File: src/logic/asirq_pkg.sv
// Shared constants of the sequencer interrupt and trigger register block.
package asirq_pkg;

  // ==========================================================================
  // Register offsets (byte addresses)
  localparam int unsigned ADDR_W = 12;
  localparam logic [11:0] OFF_RAW_IRQ  = 12'h004;
  localparam logic [11:0] OFF_MASK     = 12'h008;
  localparam logic [11:0] OFF_ISC      = 12'h00c;
  localparam logic [11:0] OFF_OVF      = 12'h010;
  localparam logic [11:0] OFF_TRIG_SEL = 12'h014;

  // ==========================================================================
  // Reset values
  localparam logic [31:0] RST_MASK     = 32'h0000_0000;
  localparam logic [31:0] RST_RAW_IRQ  = 32'h0000_0000;
  localparam logic [31:0] RST_OVF      = 32'h0000_0000;
  localparam logic [31:0] RST_TRIG_SEL = 32'h0000_0000;
  localparam logic [31:0] READ_IDLE    = 32'h0000_0000;

  // ==========================================================================
  // Trigger select field layout and codes
  localparam int unsigned TRIG_W   = 4;
  localparam int unsigned MAX_SEQ  = 4;
  localparam logic [3:0] TRIG_SW    = 4'h0;
  localparam logic [3:0] TRIG_CMP   = 4'h1;
  localparam logic [3:0] TRIG_PIN   = 4'h4;
  localparam logic [3:0] TRIG_TIMER = 4'h5;
  localparam logic [3:0] TRIG_PWM   = 4'h6;
  localparam logic [3:0] TRIG_ALWAYS = 4'hf;

endpackage : asirq_pkg

File: src/logic/asirq_trig_if.sv
// Trigger sources and selections passed from the register block to the trigger mux.
`timescale 1ns/1ps
interface asirq_trig_if #(
  parameter int NUM_SEQ = 4
);
  logic [4*NUM_SEQ-1:0] sel;
  logic                 cmp;
  logic                 pin;
  logic                 timer;
  logic                 pwm;
  logic [NUM_SEQ-1:0]   sw;
  logic [NUM_SEQ-1:0]   fire;

  modport src (output sel, output cmp, output pin, output timer, output pwm, output sw, input fire);
  modport mux (input sel, input cmp, input pin, input timer, input pwm, input sw, output fire);
endinterface : asirq_trig_if

File: src/logic/asirq_regs.sv
// Interrupt mask, status, overflow and trigger select registers of a four-sequencer converter.
// ============================================================================
// Notes on behaviour
// A sequencer's raw interrupt reaches the processor only while its mask bit is one.
// Reading masked status returns raw flag AND mask bit, per sequencer.
// Writing one to masked status clears status and raw flag; zero leaves them.
// That write clears the raw flag even when the mask bit is zero.
// The delivered interrupt is a level held while raw and mask are one.
// Full FIFO plus write request drops the newest result and sets overflow.
// Overflow bits stay set until a one is written to them.
// Trigger select holds a four-bit field per sequencer, sequencer n at 4n+3:4n.
// Codes: 0 software, 1 comparator, 4 pin, 5 timer, 6 PWM, 15 continuous.
// Each sequencer takes its own trigger, independent of the others.
// Software preserves reserved bits and ignores their read value.
// Raw flag is set when a sample with interrupt enable completes conversion.
// Reserved trigger codes never trigger the selecting sequencer.
`timescale 1ns/1ps
module asirq_regs #(
  parameter int NUM_SEQ = 4
) (
  input  wire logic               clk_i,
  input  wire logic               sys_rst_i,
  input  wire logic [11:0]        addr_i,
  input  wire logic [31:0]        wdata_i,
  input  wire logic               wr_i,
  input  wire logic               rd_i,
  output logic      [31:0]        rdata_o,
  input  wire logic [NUM_SEQ-1:0] sample_done_i,
  input  wire logic [NUM_SEQ-1:0] sample_irq_enable_i,
  input  wire logic [NUM_SEQ-1:0] fifo_wr_req_i,
  input  wire logic [NUM_SEQ-1:0] fifo_full_i,
  output logic      [NUM_SEQ-1:0] fifo_wr_en_o,
  input  wire logic [NUM_SEQ-1:0] sw_initiate_i,
  input  wire logic               trig_cmp_i,
  input  wire logic               trig_pin_i,
  input  wire logic               trig_timer_i,
  input  wire logic               trig_pwm_i,
  output logic      [NUM_SEQ-1:0] seq_trigger_o,
  output logic      [NUM_SEQ-1:0] seq_irq_o,
  output logic                    irq_o
);

  // ==========================================================================
  // Elaboration check
  // The register layout carries at most four sequencers.
  generate
    if (NUM_SEQ < 1 || NUM_SEQ > asirq_pkg::MAX_SEQ) begin : g_bad_num_seq
      $error("NUM_SEQ must lie between 1 and 4.");
    end
  endgenerate

  localparam int SEL_W = asirq_pkg::TRIG_W * NUM_SEQ;

  // ==========================================================================
  // State
  logic [NUM_SEQ-1:0] promote_en;
  logic [NUM_SEQ-1:0] raw_irq;
  logic [NUM_SEQ-1:0] fifo_overrun;
  logic [SEL_W-1:0]   trig_src;
  logic               pin_s1;
  logic               pin_s2;
  logic               pin_s3;
  logic               pin_level;
  logic               pin_pulse;

  // ==========================================================================
  // Write decode
  wire wr_mask = wr_i && (addr_i == asirq_pkg::OFF_MASK);
  wire wr_isc  = wr_i && (addr_i == asirq_pkg::OFF_ISC);
  wire wr_ovf  = wr_i && (addr_i == asirq_pkg::OFF_OVF);
  wire wr_trig = wr_i && (addr_i == asirq_pkg::OFF_TRIG_SEL);

  wire [NUM_SEQ-1:0] isc_clear = wr_isc ? wdata_i[NUM_SEQ-1:0] : '0;
  wire [NUM_SEQ-1:0] ovf_clear = wr_ovf ? wdata_i[NUM_SEQ-1:0] : '0;

  // ==========================================================================
  // Raw and masked interrupt status
  wire [NUM_SEQ-1:0] raw_set = sample_done_i & sample_irq_enable_i;
  // A set arriving with a clear wins, so no completion is ever lost.
  // The clear ignores the mask so polling software can drain raw flags.
  wire [NUM_SEQ-1:0] next_raw_irq = (raw_irq & ~isc_clear) | raw_set;
  wire [NUM_SEQ-1:0] next_promote_en = wr_mask ? wdata_i[NUM_SEQ-1:0] : promote_en;
  wire [NUM_SEQ-1:0] masked_irq = raw_irq & promote_en;
  wire [NUM_SEQ-1:0] next_masked_irq = next_raw_irq & next_promote_en;
  wire               next_irq = |next_masked_irq;

  // ==========================================================================
  // FIFO overflow
  wire [NUM_SEQ-1:0] ovf_set = fifo_wr_req_i & fifo_full_i;
  wire [NUM_SEQ-1:0] next_fifo_wr_en = fifo_wr_req_i & ~fifo_full_i;
  wire [NUM_SEQ-1:0] next_fifo_overrun = (fifo_overrun & ~ovf_clear) | ovf_set;

  // ==========================================================================
  // Trigger select
  wire [SEL_W-1:0] next_trig_src = wr_trig ? wdata_i[SEL_W-1:0] : trig_src;

  // ==========================================================================
  // External pin conditioning
  // The filtered level moves only when the second and third stages agree.
  wire pin_agree      = (pin_s2 == pin_s3);
  wire next_pin_level = pin_agree ? pin_s3 : pin_level;
  wire next_pin_pulse = next_pin_level && !pin_level;

  // ==========================================================================
  // Trigger multiplexer
  asirq_trig_if #(.NUM_SEQ(NUM_SEQ)) tif ();

  assign tif.sel   = trig_src;
  assign tif.cmp   = trig_cmp_i;
  assign tif.pin   = pin_pulse;
  assign tif.timer = trig_timer_i;
  assign tif.pwm   = trig_pwm_i;
  assign tif.sw    = sw_initiate_i;

  asirq_trig_mux #(
    .NUM_SEQ (NUM_SEQ)
  ) u_trig_mux (
    .tif (tif.mux)
  );

  // ==========================================================================
  // Read decode
  // Reserved bits read as zero, as does any unmapped address.
  logic [31:0] next_rdata;

  always_comb begin
    next_rdata = asirq_pkg::READ_IDLE;
    if (!rd_i) begin
      next_rdata = asirq_pkg::READ_IDLE;
    end else if (addr_i == asirq_pkg::OFF_RAW_IRQ) begin
      next_rdata = {{(32-NUM_SEQ){1'b0}}, raw_irq};
    end else if (addr_i == asirq_pkg::OFF_MASK) begin
      next_rdata = {{(32-NUM_SEQ){1'b0}}, promote_en};
    end else if (addr_i == asirq_pkg::OFF_ISC) begin
      next_rdata = {{(32-NUM_SEQ){1'b0}}, masked_irq};
    end else if (addr_i == asirq_pkg::OFF_OVF) begin
      next_rdata = {{(32-NUM_SEQ){1'b0}}, fifo_overrun};
    end else if (addr_i == asirq_pkg::OFF_TRIG_SEL) begin
      next_rdata = {{(32-SEL_W){1'b0}}, trig_src};
    end
  end

  // ==========================================================================
  // Registers
  always_ff @(posedge clk_i or posedge sys_rst_i) begin
    if (sys_rst_i) begin
      promote_en   <= asirq_pkg::RST_MASK[NUM_SEQ-1:0];
      raw_irq      <= asirq_pkg::RST_RAW_IRQ[NUM_SEQ-1:0];
      fifo_overrun <= asirq_pkg::RST_OVF[NUM_SEQ-1:0];
      trig_src     <= asirq_pkg::RST_TRIG_SEL[SEL_W-1:0];
    end else begin
      promote_en   <= next_promote_en;
      raw_irq      <= next_raw_irq;
      fifo_overrun <= next_fifo_overrun;
      trig_src     <= next_trig_src;
    end
  end

  always_ff @(posedge clk_i or posedge sys_rst_i) begin
    if (sys_rst_i) begin
      pin_s1    <= 1'b0;
      pin_s2    <= 1'b0;
      pin_s3    <= 1'b0;
      pin_level <= 1'b0;
      pin_pulse <= 1'b0;
    end else begin
      pin_s1    <= trig_pin_i;
      pin_s2    <= pin_s1;
      pin_s3    <= pin_s2;
      pin_level <= next_pin_level;
      pin_pulse <= next_pin_pulse;
    end
  end

  // Outputs are registered, so each lags its cause by one clock, except a pin trigger, which lags trig_pin_i by five.
  always_ff @(posedge clk_i or posedge sys_rst_i) begin
    if (sys_rst_i) begin
      rdata_o       <= asirq_pkg::READ_IDLE;
      seq_irq_o     <= '0;
      irq_o         <= 1'b0;
      fifo_wr_en_o  <= '0;
      seq_trigger_o <= '0;
    end else begin
      rdata_o       <= next_rdata;
      seq_irq_o     <= next_masked_irq;
      irq_o         <= next_irq;
      fifo_wr_en_o  <= next_fifo_wr_en;
      seq_trigger_o <= tif.fire;
    end
  end

endmodule : asirq_regs

File: src/logic/asirq_trig_mux.sv
// Per-sequencer trigger source multiplexer.
`timescale 1ns/1ps
module asirq_trig_mux #(
  parameter int NUM_SEQ = 4
) (
  asirq_trig_if.mux tif
);

  // ==========================================================================
  // One selector per sequencer
  genvar g;
  generate
    for (g = 0; g < NUM_SEQ; g++) begin : g_seq
      wire [3:0] code;
      wire       hit_sw;
      wire       hit_cmp;
      wire       hit_pin;
      wire       hit_timer;
      wire       hit_pwm;
      wire       hit_always;
      assign code       = tif.sel[4*g +: 4];
      assign hit_sw     = (code == asirq_pkg::TRIG_SW) && tif.sw[g];
      assign hit_cmp    = (code == asirq_pkg::TRIG_CMP) && tif.cmp;
      assign hit_pin    = (code == asirq_pkg::TRIG_PIN) && tif.pin;
      assign hit_timer  = (code == asirq_pkg::TRIG_TIMER) && tif.timer;
      assign hit_pwm    = (code == asirq_pkg::TRIG_PWM) && tif.pwm;
      assign hit_always = (code == asirq_pkg::TRIG_ALWAYS);
      // Any other code matches none of the terms and so never fires.
      assign tif.fire[g] = hit_sw | hit_cmp | hit_pin | hit_timer | hit_pwm | hit_always;
    end
  endgenerate

endmodule : asirq_trig_mux

File: config.mk
export PLATFORM = sky130hd
export DESIGN_NAME = asirq_regs
export DESIGN_NICKNAME = d
export VERILOG_FILES = /design/src/logic/asirq_pkg.sv /design/src/logic/asirq_trig_if.sv /design/src/logic/asirq_regs.sv /design/src/logic/asirq_trig_mux.sv
export SDC_FILE = /design/constraint.sdc
export NUM_CORES = 1
export LEC_CHECK = 0
export BUFFER_PORTS_ARGS = -buffer_cell sky130_fd_sc_hd__buf_2
export CAP_MARGIN = 10
export CORE_MARGIN = 2
export CORE_UTILIZATION = 45
export DETAILED_ROUTE_END_ITERATION = 8
export PLACE_DENSITY = 0.82
export SLEW_MARGIN = 20
export SYNTH_ARGS = -nofsm -noshare
export SYNTH_HDL_FRONTEND = slang
export SYNTH_SLANG_ARGS = --single-unit
File: constraint.sdc
create_clock -name clk_i -period 4.4 [get_ports clk_i]
set_input_delay 0.88 -clock clk_i [delete_from_list [all_inputs] [get_ports clk_i]]
set_output_delay 0.88 -clock clk_i [all_outputs]
set_load 0.005 [all_outputs]
==> impl_metrics.toml <==
[finish]
post-route-cell-area_um2 = 3390
nNetsFinal = 398
syn_to_final_growth_pct = 23.8
drive_above_1_share_pct = 36.3
diodes = 0
final_cells = 406

[synth]
synth_edf_count = 0
syn-instance-count = 234
yosys_warnings = 0
yosys-top-cells-area = "dfrtp_1 57%, buf_4 4.7%, mux2_1 4.1%"
synth_top_cell_area_share_pct = 56.6
yosysSeqAreaShare_pct = 56.6
synth_top_flop_cell = "dfrtp_1"
synth.distinct_cells = 40
synthTopCellsByCount = "62 x dfrtp_1, 18 x nand2_1, 18 x nor2_1, 17 x buf_4"
avgSynthCellArea_um2 = 11.7
synthArstFlopShare_pct = 100
syn_area_um2 = 2740
synth.largest_area_cell = "dfrtp_1"
yosys.cell_count.top_type = "dfrtp_1"
synth_seq_cells = 62

[global_route]
first_global_vias = 1899
overflow = 0
grt_max_degree = 48
gr-max-usage-layer = "met2"
grt_pass1_wl_um = 8780
grt_use_total_pct = 17.8
antenna_found_initial = 0
grt_util_met3_pct = 3.96
grt.met1_usage_pct = 20.9
grtUsageMet2_pct = 28.9

[pwr]
power_uw = 1160
leakage_uw = 0.00174
p_per_area_nw_per_um2 = 343
ir_drop_uv = 186

[place]
place_inst = 390
io_buffers = 84
placed_area_um2 = 3180
dp.final_hpwl_um = 4260
gp_congestion = 0.924

[critical_path]
reg2reg_depth = 3
setup.worst_path.start_class = "input port"
r2r-end = "irq_o"
critPathRequiredTime_ns = 4.62
crit_arrival_ns = 2.80
r2r-start = "promote_en[2]"
crit_path_max_fanout = 16
cp-end-kind = "flip-flop"
rrSetupSlack_ns = 2.94
crit_type = "in -> reg"

[floorplanning]
ioPinCount = 117
num_rows = 28
core-area_um2 = 5890
dieHeight_um = 82.0
die_x_um = 82.0
initial_core_util_pct = 46.5
die-area_um2 = 6730

[drt]
drtIter0Drc = 211
drc = 0
ant_nets = 0
vias = 2040
viasPerCell = 5.02
drt-total-wl_um = 5650
firstDrtPassIters = 4
wl_per_cell_um = 13.9

[min_path]
hold_depth = 0
hp-class = "reg -> reg"
min_from = "pin_s1"
min_to = "pin_s2"

[clock_tree]
cts_buffers = 9
cts_root_buf = "clkbuf_8"
post-cts-setup-buffers = 0
cts_resized = 0
htree_levels = 3
tritoncts = "yes"
numClockSinks = 62
clk_pin_slew_ns = 0.07
cts_buffer_depth = 2
clk_latency_ns = 0.34
hold_buffers = 0

[sta]
slew_headroom_pct = 38.1
holdWs_ns = 0.352
fin_tns_setup_ns = 0
setup_viol_count_final = 0
fin_crit_ns = 2.57
timing.final.crit_share_pct = 58.5
worstMarginPinSlew_ns = 0.927
fmax_mhz = 388
grt_setup_unrepaired = "no"
fin_skew_ns = 0.00925
slew_viol_final = 0
finalHoldViolCount = 0

[outcome]
status = "complete, no violations"

[job]
max_cap_viol_count = 0
## critical path, stage by stage
cell and delay (ns):
buf_2 0.12, nor4_4 0.38, and3_1 0.28, nand2_1 0.10, nor3_4 0.61, mux2_2 0.41
## worst max path at each step
stage | slack (ns) | end | depth (start not counted) | from
floorplan | 1.93 | irq_o | 5 | addr_i[11]
global placement | 1.52 | tif.sel[9] | 6 | addr_i[11]
detailed placement | 1.47 | tif.sel[10] | 6 | addr_i[11]
CTS | 1.83 | tif.sel[10] | 6 | addr_i[11]
global route | 1.69 | tif.sel[13] | 6 | addr_i[11]
finish | 1.83 | tif.sel[10] | 6 | addr_i[11]
## cell type report
| class | instances | area, um2 |
|---|---|---|
| sequential | 62 | 1550 |
| timing repair buffer | 85 | 428 |
| tap | 75 | 93.8 |
| inverter | 9 | 33.8 |
| clock buffer | 11 | 151 |
| clock inverter | 5 | 57.6 |
| fill | 503 | 2490 |
| multi-input combinational | 159 | 1070 |
## report_power, final
group	total [uW]	internal, uW	switching (uW)	leakage [uW]
combinational	76.0	31.7	44.3	0.000837
sequential	581	578	3.78	0.000801
clock	505	291	214	0.0000976
## cells by family (layout without fill, tap and decap cells)
logic type / after synthesis / after routing / share of synthesized area (%)
buffers and inverters: 28 / 110 / 6.17
AND/OR/NAND/NOR: 79 / 79 / 16.7
other: 1 / 16 / 0.137
adder cells (fa/ha/maj): 1 / 1 / 0.365
flip-flops: 62 / 62 / 56.6
AO/OA/AOI/OAI: 39 / 39 / 9.59
multiplexers: 24 / 24 / 10.4
## metrics by stage
stage                     utilization, %  setup slack [ns]
final                               57.6              1.83
after global routing                57.6              1.69
after CTS                           57.6              1.83
after detailed placement            54.1              1.47
after global placement              54.1              1.52
after floorplan                        -              1.93
## state kept, by name, indices dropped and copies added (netlist names)
name	flops
rdata_o	16
tif.sel	16
fifo_overrun	4
fifo_wr_en_o	4
promote_en	4
raw_irq	4
seq_irq_o	4
seq_trigger_o	4
irq_o	1
pin_level	1
pin_pulse	1
pin_s1	1
pin_s2	1
pin_s3	1
## per-layer routing
layer | part of all wire [%] | wire length [um] | up-vias
met4 | 3.3 | 184 | 0
met1 | 39 | 2220 | 974
met5 | 0 | 0 | -
met2 | 51 | 2910 | 78
met3 | 5.9 | 333 | 16
li1 | - | - | 972
## layout by cell type, fill, tap and decap left out, drive strengths merged, types with 2 or more instances in the layout
cell / netlist / final
and2: 10 / 10
dfrtp: 62 / 62
inv: 9 / 9
nand4: 5 / 5
nand2b: 4 / 4
clkinvlp: 0 / 3
o211ai: 3 / 3
a21boi: 4 / 4
mux2i: 3 / 3
nor2: 18 / 18
a41oi: 2 / 2
conb: 1 / 16
a22o: 4 / 4
clkbuf: 2 / 11
buf: 17 / 85
a211oi: 2 / 2
nand2: 18 / 18
and3: 2 / 2
nor3: 8 / 8
a21oi: 9 / 9
nor2b: 6 / 6
a32oi: 2 / 2
nor4: 3 / 3
mux2: 20 / 20
o21ai: 13 / 13
Power figures use the tool's default switching activity.
